<file path="src/rtl/mmd_pkg.sv">
// shared constants and types of the memory map decoder
// assumes one 100 MHz core clock domain and a 32-bit register bus
package mmd_pkg;
  localparam int unsigned CLK_MHZ = 100;
  // address strobe divide ratios, in core clocks
  localparam int unsigned ALE_DIV_6CLK = 3;
  localparam int unsigned ALE_DIV_12CLK = 6;
  // least low time of the external read/write strobes
  localparam int unsigned STROBE_NS = 30;
  localparam int unsigned STROBE_CYC = (STROBE_NS * CLK_MHZ + 999) / 1000;
  // register byte offsets
  localparam logic [3:0] OFS_BSW = 4'h0;
  localparam logic [3:0] OFS_AUX = 4'h4;
  localparam logic [3:0] OFS_STAT = 4'h8;
  // field positions
  localparam int unsigned AUX_XRAM_DIS = 0;
  localparam int unsigned AUX_SIXCLK = 1;
  localparam int unsigned STAT_SC0 = 0;
  localparam int unsigned STAT_SC1 = 1;
  localparam int unsigned STAT_RST = 2;
  // reset values
  localparam logic [1:0] BSW_RST = 2'h0;
  localparam logic [1:0] AUX_RST = 2'h0;
  // block switch settings
  localparam logic [1:0] BSW_OVERLAY = 2'h0;
  localparam logic [1:0] BSW_BOTH = 2'h1;
  // address map bounds
  localparam logic [15:0] OVL_TOP = 16'h1FFF;
  localparam logic [15:0] PRI_TOP = 16'h7FFF;
  localparam logic [15:0] SEC_BASE = 16'hE000;
  localparam logic [15:0] XRAM_TOP = 16'h02FF;
  localparam logic [7:0] LOW_TOP = 8'h7F;
  localparam logic [9:0] XRAM_BASE = 10'h100;
  localparam int unsigned RAM_BYTES = 1024;
  localparam int unsigned EXT_AW = 16;

  typedef enum logic [1:0] {
    RST_POR = 2'b00, RST_WDT = 2'b01, RST_BOD = 2'b10, RST_SW = 2'b11
  } mmd_rst_e;
  typedef enum logic [1:0] {
    F_NONE = 2'b00, F_PRI = 2'b01, F_SEC = 2'b10, F_EXT = 2'b11
  } mmd_fsel_e;
  typedef enum logic [2:0] {
    D_NONE = 3'b000, D_LOW = 3'b001, D_UPPER = 3'b010, D_SFR = 3'b011,
    D_XRAM = 3'b100, D_EXT = 3'b101
  } mmd_dtgt_e;
  typedef enum logic [1:0] {
    K_DIR = 2'b00, K_IND = 2'b01, K_XRI = 2'b10, K_XDP = 2'b11
  } mmd_dkind_e;
  typedef enum logic [1:0] {
    EX_IDLE = 2'b00, EX_ADDR = 2'b01, EX_STRB = 2'b10
  } mmd_ext_e;
endpackage : mmd_pkg

</file>
<file path="src/rtl/mmd_dacc_if.sv">
// data access request and decode result between top and decoder
// assumes the decoder answers combinationally
`timescale 1ns/1ps
interface mmd_dacc_if;
  import mmd_pkg::*;
  mmd_dkind_e kind;
  logic [15:0] addr;
  logic xram_dis;
  mmd_dtgt_e tgt;
  logic [9:0] idx;
  logic hi_drive;
  modport core (output kind, addr, xram_dis, input tgt, idx, hi_drive);
  modport dec (input kind, addr, xram_dis, output tgt, idx, hi_drive);
endinterface : mmd_dacc_if

</file>
<file path="src/rtl/mmd_top.sv">
// memory map decoder top: program fetch block switching, reset loading
// of the switch field, data space decode and the external bus cycle.
// assumes synchronous core requests and an AXI4-Lite master for registers.
// Operation
// - switch 1x hides secondary block from fetch
// - switch 01 maps primary low, secondary high
// - switch 00 fetches low 8K from secondary
// - overlay leaves rest on primary, low via programming
// - every reset loads bit 0 from start-up bit 0
// - software may change bit 0 only
// - power-on load follows both start-up bits
// - watchdog, brown-out, software reset partial loads
// - start-up bit reads 0 when programmed
// - 1024 internal RAM bytes, 64KB external space
// - low 128 bytes direct and indirect alike
// - upper half: indirect RAM, direct SFR
// - external moves below 300H hit expanded RAM
// - byte pointer or data pointer addressing allowed
// - expanded RAM access leaves bus pins still
// - external moves from 300H run bus cycle
// - disabled expanded RAM: byte pointer 8-bit address
// - 6-clock mode strobe at one third rate
`timescale 1ns/1ps
module mmd_top
  import mmd_pkg::*;
#(
  parameter int unsigned ADDR_W = 4,
  parameter int unsigned RAM_W = $clog2(RAM_BYTES)
) (
  input logic core_clk_i,
  input logic rstn_i,
  input logic startup_cfg_bit0_i,
  input logic startup_cfg_bit1_i,
  input logic rst_evt_i,
  input mmd_rst_e rst_kind_i,
  input logic fetch_req_i,
  input logic [EXT_AW-1:0] fetch_addr_i,
  output logic fetch_vld_o,
  output mmd_fsel_e fetch_sel_o,
  output logic [EXT_AW-1:0] fetch_off_o,
  input logic iap_req_i,
  input logic [EXT_AW-1:0] iap_addr_i,
  output logic iap_vld_o,
  output mmd_fsel_e iap_sel_o,
  output logic [EXT_AW-1:0] iap_off_o,
  input logic dacc_req_i,
  input mmd_dkind_e dacc_kind_i,
  input logic [EXT_AW-1:0] dacc_addr_i,
  input logic dacc_we_i,
  input logic [7:0] dacc_wdata_i,
  output logic dacc_ready_o,
  output logic dacc_hit_o,
  output mmd_dtgt_e dacc_tgt_o,
  output logic [RAM_W-1:0] dacc_idx_o,
  output logic ext_done_o,
  output logic [7:0] ext_rdata_o,
  input logic [7:0] p0_i,
  output logic [7:0] p0_o,
  output logic p0_oe_o,
  output logic [7:0] p2_o,
  output logic p2_oe_o,
  output logic ale_o,
  output logic wr_n_o,
  output logic rd_n_o,
  input logic [ADDR_W-1:0] s_axi_awaddr_i,
  input logic s_axi_awvalid_i,
  output logic s_axi_awready_o,
  input logic [31:0] s_axi_wdata_i,
  input logic [3:0] s_axi_wstrb_i,
  input logic s_axi_wvalid_i,
  output logic s_axi_wready_o,
  output logic [1:0] s_axi_bresp_o,
  output logic s_axi_bvalid_o,
  input logic s_axi_bready_i,
  input logic [ADDR_W-1:0] s_axi_araddr_i,
  input logic s_axi_arvalid_i,
  output logic s_axi_arready_o,
  output logic [31:0] s_axi_rdata_o,
  output logic [1:0] s_axi_rresp_o,
  output logic s_axi_rvalid_o,
  input logic s_axi_rready_i
);
  localparam logic [1:0] RESP_OK = 2'b00;
  localparam logic [1:0] RESP_ERR = 2'b10;

  // fetch map for the current switch setting
  function automatic mmd_fsel_e map_fetch(input logic [15:0] a, input logic [1:0] m);
    if (m == BSW_OVERLAY && a <= OVL_TOP) return F_SEC;
    if (a <= PRI_TOP) return F_PRI;
    if (m == BSW_BOTH && a >= SEC_BASE) return F_SEC;
    return F_EXT;
  endfunction : map_fetch

  // offset inside the chosen block; secondary is 8K either way
  function automatic logic [15:0] blk_off(input mmd_fsel_e s, input logic [15:0] a);
    return (s == F_SEC) ? {3'b000, a[12:0]} : a;
  endfunction : blk_off

  // register decode shared by read and write
  function automatic logic is_mapped(input logic [ADDR_W-1:0] a);
    logic [3:0] w;
    w = {a[3:2], 2'b00};
    return (w == OFS_BSW) || (w == OFS_AUX) || (w == OFS_STAT);
  endfunction : is_mapped

  logic [1:0] bsw_q;
  logic [1:0] aux_q;
  logic load_por_q;
  mmd_rst_e last_rst_q;
  mmd_rst_e rc_kind;
  logic [1:0] rc_bsw;
  logic rc_load;
  logic aw_q;
  logic w_q;
  logic [ADDR_W-1:0] awaddr_q;
  logic [31:0] wdata_q;
  logic [3:0] wstrb_q;
  logic bvalid_q;
  logic [1:0] bresp_q;
  logic rvalid_q;
  logic [31:0] rdata_q;
  logic [1:0] rresp_q;
  logic wr_en;
  logic wr_bsw;
  logic wr_aux;
  mmd_fsel_e fsel_d;
  mmd_fsel_e isel_d;
  logic fetch_vld_q;
  mmd_fsel_e fetch_sel_q;
  logic [15:0] fetch_off_q;
  logic iap_vld_q;
  mmd_fsel_e iap_sel_q;
  logic [15:0] iap_off_q;
  logic [2:0] ale_cnt_q;
  logic [2:0] ale_last;
  logic ale_tick;
  mmd_ext_e ext_st_q;
  logic [2:0] strb_cnt_q;
  logic ext_we_q;
  logic [7:0] ext_wdata_q;
  logic dacc_take;
  logic ext_start;
  logic dacc_hit_q;
  mmd_dtgt_e dacc_tgt_q;
  logic [RAM_W-1:0] dacc_idx_q;
  logic ext_done_q;
  logic [7:0] ext_rdata_q;
  logic [7:0] p0_q;
  logic p0_oe_q;
  logic [7:0] p2_q;
  logic p2_oe_q;
  logic ale_q;
  logic wr_n_q;
  logic rd_n_q;

  mmd_dacc_if dd ();

  // reset load value, power-on kind right after rstn release
  assign rc_kind = load_por_q ? RST_POR : rst_kind_i;
  assign rc_load = load_por_q | rst_evt_i;

  mmd_reset_cfg u_rst_cfg (
    .kind_i(rc_kind),
    .sc1_i(startup_cfg_bit1_i),
    .sc0_i(startup_cfg_bit0_i),
    .cur_i(bsw_q),
    .bsw_o(rc_bsw)
  );

  assign dd.kind = dacc_kind_i;
  assign dd.addr = dacc_addr_i;
  assign dd.xram_dis = aux_q[AUX_XRAM_DIS];

  mmd_data_decode u_dec (
    .d(dd)
  );

  // write channel: address and data taken in either order
  assign s_axi_awready_o = !aw_q && !bvalid_q;
  assign s_axi_wready_o = !w_q && !bvalid_q;
  assign wr_en = aw_q && w_q;
  assign wr_bsw = wr_en && wstrb_q[0] && ({awaddr_q[3:2], 2'b00} == OFS_BSW);
  assign wr_aux = wr_en && wstrb_q[0] && ({awaddr_q[3:2], 2'b00} == OFS_AUX);

  always_ff @(posedge core_clk_i or negedge rstn_i) begin
    if (!rstn_i) begin
      aw_q <= 1'b0;
      w_q <= 1'b0;
      awaddr_q <= '0;
      wdata_q <= 32'h0000_0000;
      wstrb_q <= 4'h0;
      bvalid_q <= 1'b0;
      bresp_q <= RESP_OK;
    end else begin
      if (s_axi_awvalid_i && s_axi_awready_o) begin
        aw_q <= 1'b1;
        awaddr_q <= s_axi_awaddr_i;
      end
      if (s_axi_wvalid_i && s_axi_wready_o) begin
        w_q <= 1'b1;
        wdata_q <= s_axi_wdata_i;
        wstrb_q <= s_axi_wstrb_i;
      end
      if (wr_en) begin
        aw_q <= 1'b0;
        w_q <= 1'b0;
        bvalid_q <= 1'b1;
        bresp_q <= is_mapped(awaddr_q) ? RESP_OK : RESP_ERR;
      end else if (bvalid_q && s_axi_bready_i) begin
        bvalid_q <= 1'b0;
      end
    end
  end

  // read channel, one word per request
  assign s_axi_arready_o = !rvalid_q;

  always_ff @(posedge core_clk_i or negedge rstn_i) begin
    if (!rstn_i) begin
      rvalid_q <= 1'b0;
      rdata_q <= 32'h0000_0000;
      rresp_q <= RESP_OK;
    end else if (s_axi_arvalid_i && s_axi_arready_o) begin
      rvalid_q <= 1'b1;
      rresp_q <= is_mapped(s_axi_araddr_i) ? RESP_OK : RESP_ERR;
      case ({s_axi_araddr_i[3:2], 2'b00})
        OFS_BSW: rdata_q <= {30'h0000_0000, bsw_q};
        OFS_AUX: rdata_q <= {30'h0000_0000, aux_q};
        OFS_STAT: rdata_q <= {28'h000_0000, last_rst_q, startup_cfg_bit1_i,
                              startup_cfg_bit0_i};
        default: rdata_q <= 32'h0000_0000;
      endcase
    end else if (rvalid_q && s_axi_rready_i) begin
      rvalid_q <= 1'b0;
    end
  end

  // block switch field; a reset load wins over a software write
  always_ff @(posedge core_clk_i or negedge rstn_i) begin
    if (!rstn_i) begin
      bsw_q <= BSW_RST;
      load_por_q <= 1'b1;
      last_rst_q <= RST_POR;
    end else begin
      load_por_q <= 1'b0;
      if (rc_load) begin
        bsw_q <= rc_bsw;
        last_rst_q <= rc_kind;
      end else if (wr_bsw) begin
        bsw_q[0] <= wdata_q[0];
      end
    end
  end

  // auxiliary control: expanded RAM disable and 6-clock mode
  always_ff @(posedge core_clk_i or negedge rstn_i) begin
    if (!rstn_i) begin
      aux_q <= AUX_RST;
    end else if (wr_aux) begin
      aux_q <= wdata_q[1:0];
    end
  end

  // fetch mapping sampled with the field as it stood at the request
  assign fsel_d = map_fetch(fetch_addr_i, bsw_q);
  assign isel_d = (iap_addr_i <= PRI_TOP) ? F_PRI :
                  (iap_addr_i >= SEC_BASE) ? F_SEC : F_NONE;

  always_ff @(posedge core_clk_i or negedge rstn_i) begin
    if (!rstn_i) begin
      fetch_vld_q <= 1'b0;
      fetch_sel_q <= F_NONE;
      fetch_off_q <= 16'h0000;
    end else begin
      fetch_vld_q <= fetch_req_i;
      if (fetch_req_i) begin
        fetch_sel_q <= fsel_d;
        fetch_off_q <= blk_off(fsel_d, fetch_addr_i);
      end
    end
  end

  // programming path sees both blocks whatever the switch
  always_ff @(posedge core_clk_i or negedge rstn_i) begin
    if (!rstn_i) begin
      iap_vld_q <= 1'b0;
      iap_sel_q <= F_NONE;
      iap_off_q <= 16'h0000;
    end else begin
      iap_vld_q <= iap_req_i;
      if (iap_req_i) begin
        iap_sel_q <= isel_d;
        iap_off_q <= blk_off(isel_d, iap_addr_i);
      end
    end
  end

  // address strobe divider; free running while the bus is idle
  assign ale_last = aux_q[AUX_SIXCLK] ? 3'(ALE_DIV_6CLK - 1) : 3'(ALE_DIV_12CLK - 1);
  assign ale_tick = (ale_cnt_q == 3'h0);

  always_ff @(posedge core_clk_i or negedge rstn_i) begin
    if (!rstn_i) begin
      ale_cnt_q <= 3'h0;
    end else if (ale_cnt_q >= ale_last) begin
      ale_cnt_q <= 3'h0;
    end else begin
      ale_cnt_q <= ale_cnt_q + 3'h1;
    end
  end

  // data access acceptance; core must wait while a bus cycle runs
  assign dacc_ready_o = (ext_st_q == EX_IDLE);
  assign dacc_take = dacc_req_i && dacc_ready_o;
  assign ext_start = dacc_take && (dd.tgt == D_EXT);

  always_ff @(posedge core_clk_i or negedge rstn_i) begin
    if (!rstn_i) begin
      dacc_hit_q <= 1'b0;
      dacc_tgt_q <= D_NONE;
      dacc_idx_q <= '0;
    end else begin
      dacc_hit_q <= dacc_take && (dd.tgt != D_EXT);
      if (dacc_take) begin
        dacc_tgt_q <= dd.tgt;
        dacc_idx_q <= dd.idx[RAM_W-1:0];
      end
    end
  end

  // external bus cycle: address phase then strobe phase
  always_ff @(posedge core_clk_i or negedge rstn_i) begin
    if (!rstn_i) begin
      ext_st_q <= EX_IDLE;
      strb_cnt_q <= 3'h0;
      ext_we_q <= 1'b0;
      ext_wdata_q <= 8'h00;
      ext_done_q <= 1'b0;
      ext_rdata_q <= 8'h00;
      p0_q <= 8'h00;
      p0_oe_q <= 1'b0;
      p2_q <= 8'h00;
      p2_oe_q <= 1'b0;
      ale_q <= 1'b0;
      wr_n_q <= 1'b1;
      rd_n_q <= 1'b1;
    end else begin
      ext_done_q <= 1'b0;
      case (ext_st_q)
        EX_IDLE: begin
          // only a true external target touches the pins
          if (ext_start) begin
            ext_st_q <= EX_ADDR;
            ext_we_q <= dacc_we_i;
            ext_wdata_q <= dacc_wdata_i;
            p0_q <= dacc_addr_i[7:0];
            p0_oe_q <= 1'b1;
            p2_q <= dacc_addr_i[15:8];
            p2_oe_q <= dd.hi_drive;
            ale_q <= 1'b1;
          end else begin
            ale_q <= ale_tick;
          end
        end
        EX_ADDR: begin
          ext_st_q <= EX_STRB;
          strb_cnt_q <= 3'(STROBE_CYC - 1);
          ale_q <= 1'b0;
          p0_q <= ext_wdata_q;
          p0_oe_q <= ext_we_q;
          wr_n_q <= !ext_we_q;
          rd_n_q <= ext_we_q;
        end
        EX_STRB: begin
          if (strb_cnt_q == 3'h0) begin
            ext_st_q <= EX_IDLE;
            ext_done_q <= 1'b1;
            ext_rdata_q <= ext_we_q ? ext_rdata_q : p0_i;
            wr_n_q <= 1'b1;
            rd_n_q <= 1'b1;
            p0_oe_q <= 1'b0;
            p2_oe_q <= 1'b0;
          end else begin
            strb_cnt_q <= strb_cnt_q - 3'h1;
          end
        end
        default: ext_st_q <= EX_IDLE;
      endcase
    end
  end

  assign s_axi_bvalid_o = bvalid_q;
  assign s_axi_bresp_o = bresp_q;
  assign s_axi_rvalid_o = rvalid_q;
  assign s_axi_rdata_o = rdata_q;
  assign s_axi_rresp_o = rresp_q;
  assign fetch_vld_o = fetch_vld_q;
  assign fetch_sel_o = fetch_sel_q;
  assign fetch_off_o = fetch_off_q;
  assign iap_vld_o = iap_vld_q;
  assign iap_sel_o = iap_sel_q;
  assign iap_off_o = iap_off_q;
  assign dacc_hit_o = dacc_hit_q;
  assign dacc_tgt_o = dacc_tgt_q;
  assign dacc_idx_o = dacc_idx_q;
  assign ext_done_o = ext_done_q;
  assign ext_rdata_o = ext_rdata_q;
  assign p0_o = p0_q;
  assign p0_oe_o = p0_oe_q;
  assign p2_o = p2_q;
  assign p2_oe_o = p2_oe_q;
  assign ale_o = ale_q;
  assign wr_n_o = wr_n_q;
  assign rd_n_o = rd_n_q;
endmodule : mmd_top

</file>
<file path="src/rtl/mmd_data_decode.sv">
// internal data space decoder, purely combinational
// assumes the top samples its result on the request edge
`timescale 1ns/1ps
module mmd_data_decode
  import mmd_pkg::*;
(
  mmd_dacc_if.dec d
);
  logic [15:0] xa;

  // byte pointer moves only carry 8 address bits
  assign xa = (d.kind == K_XRI) ? {8'h00, d.addr[7:0]} : d.addr;

  // target selection by instruction kind and address
  always_comb begin
    d.tgt = D_NONE;
    d.idx = 10'h000;
    d.hi_drive = 1'b0;
    case (d.kind)
      K_DIR, K_IND: begin
        d.idx = {2'b00, d.addr[7:0]};
        if (d.addr[7:0] <= LOW_TOP) begin
          d.tgt = D_LOW;
        end else if (d.kind == K_IND) begin
          d.tgt = D_UPPER;
        end else begin
          d.tgt = D_SFR;
        end
      end
      K_XRI, K_XDP: begin
        if (!d.xram_dis && xa <= XRAM_TOP) begin
          d.tgt = D_XRAM;
          d.idx = 10'(XRAM_BASE + xa[9:0]);
        end else begin
          d.tgt = D_EXT;
          d.hi_drive = (d.kind == K_XDP);
        end
      end
      default: d.tgt = D_NONE;
    endcase
  end
endmodule : mmd_data_decode

</file>
<file path="src/rtl/mmd_reset_cfg.sv">
// block switch value to load for each kind of reset
// assumes start-up bits read 0 when programmed
`timescale 1ns/1ps
module mmd_reset_cfg
  import mmd_pkg::*;
(
  input mmd_rst_e kind_i,
  input logic sc1_i,
  input logic sc0_i,
  input logic [1:0] cur_i,
  output logic [1:0] bsw_o
);
  logic p1;
  logic p0;

  // programmed reads as zero, so invert to get "programmed"
  assign p1 = ~sc1_i;
  assign p0 = ~sc0_i;

  // per reset kind load table
  always_comb begin
    case (kind_i)
      RST_POR: bsw_o = {p1, p0};
      RST_WDT, RST_BOD: bsw_o = p1 ? {1'b1, p0} : {cur_i[1], p0};
      RST_SW: bsw_o = {1'b1, p0};
      default: bsw_o = {p1, p0};
    endcase
  end
endmodule : mmd_reset_cfg

</file>
<file path="config.mk">
export PLATFORM = sky130hd
export DESIGN_NAME = mmd_top
export DESIGN_NICKNAME = d
export VERILOG_FILES = /design/src/rtl/mmd_pkg.sv /design/src/rtl/mmd_dacc_if.sv /design/src/rtl/mmd_top.sv /design/src/rtl/mmd_data_decode.sv /design/src/rtl/mmd_reset_cfg.sv
export SDC_FILE = /design/constraint.sdc
export NUM_CORES = 1
export LEC_CHECK = 0
export ABC_AREA = 1
export BUFFER_PORTS_ARGS = -buffer_cell sky130_fd_sc_hd__buf_4
export CORE_MARGIN = 4
export CORE_UTILIZATION = 47
export DETAILED_ROUTE_END_ITERATION = 10
export PLACE_DENSITY = 0.81
export SLEW_MARGIN = 40
export SYNTH_ARGS = -nofsm -noshare
export SYNTH_HDL_FRONTEND = slang
export SYNTH_SLANG_ARGS = --single-unit
</file>
<file path="constraint.sdc">
create_clock -name core_clk_i -period 2 [get_ports core_clk_i]
set_input_delay 0.5 -clock core_clk_i [delete_from_list [all_inputs] [get_ports core_clk_i]]
set_output_delay 0.5 -clock core_clk_i [all_outputs]
set_load 0.03 [all_outputs]
</file>
* After elaboration in Yosys (flattened, before gate mapping)
Cells that the tools add are included.
** Storage, ports and cells
- Flip-flop bits (word level) :: 153
- Input port bits :: 126
- Output and inout port bits :: 124
- Logic and storage cells :: 192
** Operators by class
- Add/subtract/negate cells :: 3
- $lt $le $gt $ge :: 8
- Equal/unequal tests :: 21
- Mux-type cells :: 62
- Bitwise operators :: 4
- Reductions and logical operators :: 56
** Operators by type and width (number)
- $mux 16 :: 3
- $ge 16x16->1 const B :: 2
- $le 16x15->1 const B :: 2
- $mux 2 :: 14
- $mux 1 :: 27
- $pmux 10 s2 :: 1
- $eq 2x2->1 const B :: 9
- $logic_and 1x1->1 :: 17
- $le 16x10->1 const B :: 1
- $le 16x13->1 const B :: 1
- $pmux 8 s2 :: 1
- $reduce_bool 2->1 :: 8
- $eq 2x1->1 const B :: 6
- $logic_not 2->1 :: 6
- $mux 3 :: 4
- $pmux 2 s3 :: 2
- $pmux 3 s2 :: 2
- $pmux 4 s3 :: 1
- $reduce_and 2->1 :: 6
- $add 9x10->10 const A :: 1
- $mux 10 :: 1
- $reduce_and 3->1 :: 3
- $le 8x7->1 const B :: 1
- $mux 8 :: 1
- 16 further kinds :: 34

* Depth between registers and ports, before layout
- Word-level depth :: 11
- Gate-level depth with buffers :: 14
- Gate-level depth less buffers :: 14

* Modules after synthesis
From an unflattened synthesis, not the netlist that was laid out.
** Unflattened totals
- Cells, all modules :: 669
- Area, all modules :: 5594.1 µm²
** By module, submodules not included
- mmd_top :: instances 1, cells an instance 608, area each 5243.8 µm²
- mmd_data_decode :: instances 1, cells an instance 48, area each 275.3 µm²
- mmd_reset_cfg :: instances 1, cells an instance 13, area each 75.1 µm²

* Worst setup path after synthesis
No wires, ideal clock.
- Kind :: input port to flip-flop
- Start :: in dacc_kind_i[0]
- End :: reg p0_q[7], in the netlist p0_o[7]
- Arrival time :: 1704 ps
- Setup slack :: 173 ps
- Cell stages on the path :: 13
- Buffers on the path :: 1
- Path through :: inv_1 > a21boi_0 > ha_1 > nand2_1 > nor2_1 > nand2_1 > nand2_1 > nand2_1 > nand2_4 > inv_6 > buf_12 > nand2_2 > nand3_2
** On the way
- Cells in the longest elaborated chain, start to end :: 10
- Elaborated cells between the ends (all ways) :: 17
** RTL lines
- start, declared :: line mmd_top.sv:47 : input mmd_dkind_e dacc_kind_i,
- $eq 2x2->1 :: line mmd_data_decode.sv:12, mmd_data_decode.sv:19
- $mux 16 :: line mmd_data_decode.sv:12 : assign xa = (d.kind == K_XRI) ? {8'h00, d.addr[7:0]} : d.addr;
- $le 16x10->1 :: line mmd_data_decode.sv:31 : if (!d.xram_dis && xa <= XRAM_TOP) begin
- $logic_and 1x1->1 :: line mmd_data_decode.sv:31
- $mux 1 :: line mmd_data_decode.sv:31
- $pmux 3 s2 (*) :: line mmd_data_decode.sv:19 : case (d.kind)
- $eq 3x3->1 (*) :: line mmd_top.sv:315 : assign ext_start = dacc_take && (dd.tgt == D_EXT);
- $logic_and 1x1->1 (*) :: line mmd_top.sv:315
- $ne 2x1->1 (no line) (*)
- $reduce_and 2->1 (no line) (*)
- end signal, assigned :: line mmd_top.sv:356 : p0_q <= dacc_addr_i[7:0];
- end signal, assigned :: line mmd_top.sv:369 : p0_q <= ext_wdata_q;
- end, declared :: line mmd_top.sv:148 : logic [7:0] p0_q;
Mark *: on every way between the ends. The rest lies on a longest branch, timed or not.
A chain may end at the register's enable or synchronous reset.

* Worst setup path after layout
- Start :: reg ext_st_q[1]
- End :: out dacc_ready_o
** On the way
- Cells in the longest elaborated chain, start to end :: 1
** RTL lines
- start, declared :: line mmd_top.sv:137 : mmd_ext_e ext_st_q;
- start signal, assigned :: line mmd_top.sv:334 : ext_st_q <= EX_IDLE;
- start signal, assigned :: line mmd_top.sv:353 : ext_st_q <= EX_ADDR;
- start signal, assigned :: line mmd_top.sv:366 : ext_st_q <= EX_STRB;
- $logic_not 2->1 :: line mmd_top.sv:313 : assign dacc_ready_o = (ext_st_q == EX_IDLE);
- end, declared :: line mmd_top.sv:51 : output logic dacc_ready_o,
No other way between the ends.

==> results.json <==
{
  "run_status": "finished clean",
  "ff2ff_setup_slack_ns": 0.41,
  "syn_inst": 553,
  "grt_pass1_vias": 4407,
  "relSlewSlack_pct": 63.26,
  "maxCapViolations": 0,
  "max_freq_mhz": 584.5,
  "synth_edf_count": 0,
  "antenna_found_initial": 0,
  "maxSlewViolCount": 0,
  "skew_ns": 0.005636,
  "rsz0062_at_grt": "no",
  "worst_slack_ns": 0.2891,
  "finish.utilization_pct": 66.97,
  "cts_root_buffer": "clkbuf_16",
  "clock-sinks": 121,
  "peakVddDrop_v": 0.001049,
  "crit_path_end_kind": "primary output",
  "ctsResizeCount": 0,
  "design_area_sq_mm": 0.007387,
  "rr_endpoint": "p0_o[2]",
  "clockBufferDepth": 2,
  "ys_seq_area_share_pct": 56.41,
  "drc": 0,
  "clkTransAtPathRegs_ns": 0.05,
  "cp.arrival_ns": 1.21,
  "crit_type": "reg -> out",
  "vias_per_cell": 4.838,
  "fp.dieH_um": 114.9,
  "final.setup.tns_ns": 0,
  "hold_violations": 0,
  "synth_ff_type": "dfrtp_1",
  "netlist_area_sq_mm": 0.005374,
  "portBuffers": 182,
  "async_flop_share_pct": 100.0,
  "grt_max_degree": 63,
  "synth_top_area_share_pct": 54.95,
  "grt_overflow": 0,
  "synth.top_cells.by_area": "dfrtp_1 (55%), nand2_1 (11%), buf_4 (4.3%), inv_1 (3.7%), nand3_1 (2.8%)",
  "cts_tree": "done",
  "num_vias": 4374,
  "avgSynthCellArea_sq_um": 9.718,
  "setup_viol": 0,
  "synth_cell_type_count": 41,
  "timing.critical_path.fanout_max": 4,
  "yosys.area.top_type": "dfrtp_1",
  "fin_crit_ns": 1.711,
  "holdWs_ns": 0.1022,
  "clock_latency_ns": 0.40,
  "synth_commonest_cells": "nand2_1 (159), dfrtp_1 (118), inv_1 (53)",
  "min_period_over_period_pct": 85.54,
  "cp.required_ns": 1.50,
  "hpwl_um": 9920,
  "layout-drive-gt1-share_pct": 34.29,
  "rows": 38,
  "cts_made_buffers": 17,
  "drt-total-wl_um": 12970,
  "ys_warn_count": 0,
  "grt_pass1_wl_um": 20940,
  "num_antenna_cells": 0,
  "drt-pass1-iter-count": 5,
  "die_x_um": 114.9,
  "postPlaceCellArea_sq_mm": 0.006823,
  "ant_nets": 0,
  "dpl_worst_slack_ns": -0.1519,
  "pin_count": 250,
  "ys_ff_latch": 121,
  "grt_use_total_pct": 20.36,
  "hold_class": "in -> async",
  "post_cts.repair.setup_buffers": 0,
  "drtIter0Drc": 203,
  "r2r_cells": 7,
  "power_leakage_nw": 3.976,
  "place_congestion": 0.7639,
  "wl_per_cell_um": 14.35,
  "dieArea_sq_mm": 0.01321,
  "cellPowerDensity_mw_per_mm2": 1416,
  "worst_pin_slew_ns": 0.5504,
  "ctsHtreeMaxLevel": 4,
  "worstReg2RegStart": "ext_st_q[1]",
  "area_delta_synth_final_pct": 37.46,
  "yosysMostFrequentCell": "nand2_1",
  "nNetsFinal": 888,
  "initial_core_util_pct": 48.72,
  "start_kind": "flip-flop",
  "core_area_sq_mm": 0.01103,
  "hold_buffers": 0
}
critical path, stage by stage (launching register included):
cell     delay (ns)
dfrtp_1        0.43
nor2_4         0.19
buf_4          0.19
metrics by stage:
step,total power [mW],std cells
2_1_floorplan,6.184,583
3_3_place_gp,7.482,873
4_1_cts,10.58,904
5_1_grt,11.08,904
3_5_place_dp,7.659,873
6_report,10.46,904
sequential cells by signal, indices dropped and copies added (netlist names), 4 cells and up:
signal,cells
s_axi_rdata_o,4
dacc_idx_o,10
ext_wdata_q,8
iap_off_o,16
p2_o,8
ext_rdata_o,8
p0_o,8
fetch_off_o,16
cells in the final DEF, fill, tap and decap left out, drive strengths merged, types with 2 or more instances in the layout:
| master | synthesis | routed |
|---|---|---|
| nand2 | 163 | 163 |
| inv | 56 | 56 |
| ha | 10 | 10 |
| a221oi | 2 | 2 |
| o22ai | 5 | 5 |
| xnor2 | 2 | 2 |
| o31ai | 4 | 4 |
| mux2 | 21 | 21 |
| buf | 37 | 193 |
| nand3 | 31 | 31 |
| dfstp | 3 | 3 |
| o21ai | 36 | 36 |
| conb | 1 | 31 |
| nor2 | 37 | 37 |
| clkbuf | 6 | 30 |
| dfrtp | 118 | 118 |
| nor3 | 2 | 2 |
| a21oi | 10 | 10 |
report_power, final:
part	internal [mW]	total [mW]	switching (mW)	leakage [nW]
combinational	1.48	3.92	2.44	2.22
clock	1.90	2.87	0.968	0.275
sequential	3.21	3.67	0.460	1.48
cell families (layout without fill, tap and decap cells):
group | Yosys count | after routing | synth area share, %
simple gates | 236 | 236 | 18.93
flops | 121 | 121 | 56.41
buf+inv | 100 | 281 | 9.895
compound gates | 62 | 62 | 7.078
mux | 21 | 21 | 4.959
fa+ha+maj | 10 | 10 | 2.328
xor+xnor | 2 | 2 | 0.3260
other cells | 1 | 31 | 0.06978
metal layers:
metal | GRT usage, % | vias to the layer above | part of all wire [%]
met1 | 23.08 | 2085 | 37
met3 | 6.684 | 15 | 8.5
li1 | - | 2102 | -
met4 | 7.042 | 0 | 1.6
met2 | 36.03 | 172 | 53
met5 | 0 | - | 0
area by class of cell:
class | count | area [sq um]
Inverter | 57 | 219.0
Timing Repair Buffer | 193 | 1474
Multi-Input combinational cell | 362 | 1923
Fill cell | 863 | 3643
Tap cell | 140 | 175.2
Clock buffer | 30 | 534.3
Sequential cell | 121 | 3032
Clock inverter | 1 | 30.03
how the worst max path moves through the flow:
| stage | startpoint | end | slack (ns) | cells past startpoint |
|---|---|---|---|---|
| after floorplan | dacc_kind_i[0] | p0_o[7] | 0.17 | 13 |
| after global placement | dacc_kind_i[0] | dacc_idx_o[3] | -0.06 | 12 |
| after detailed placement | dacc_kind_i[0] | dacc_idx_o[6] | -0.15 | 12 |
| after CTS | dacc_kind_i[0] | dacc_idx_o[0] | 0.27 | 12 |
| after global routing | dacc_kind_i[0] | dacc_idx_o[2] | 0.08 | 12 |
| final | ext_st_q[1] | dacc_ready_o | 0.29 | 2 |
(Power assumes the default switching activity.)
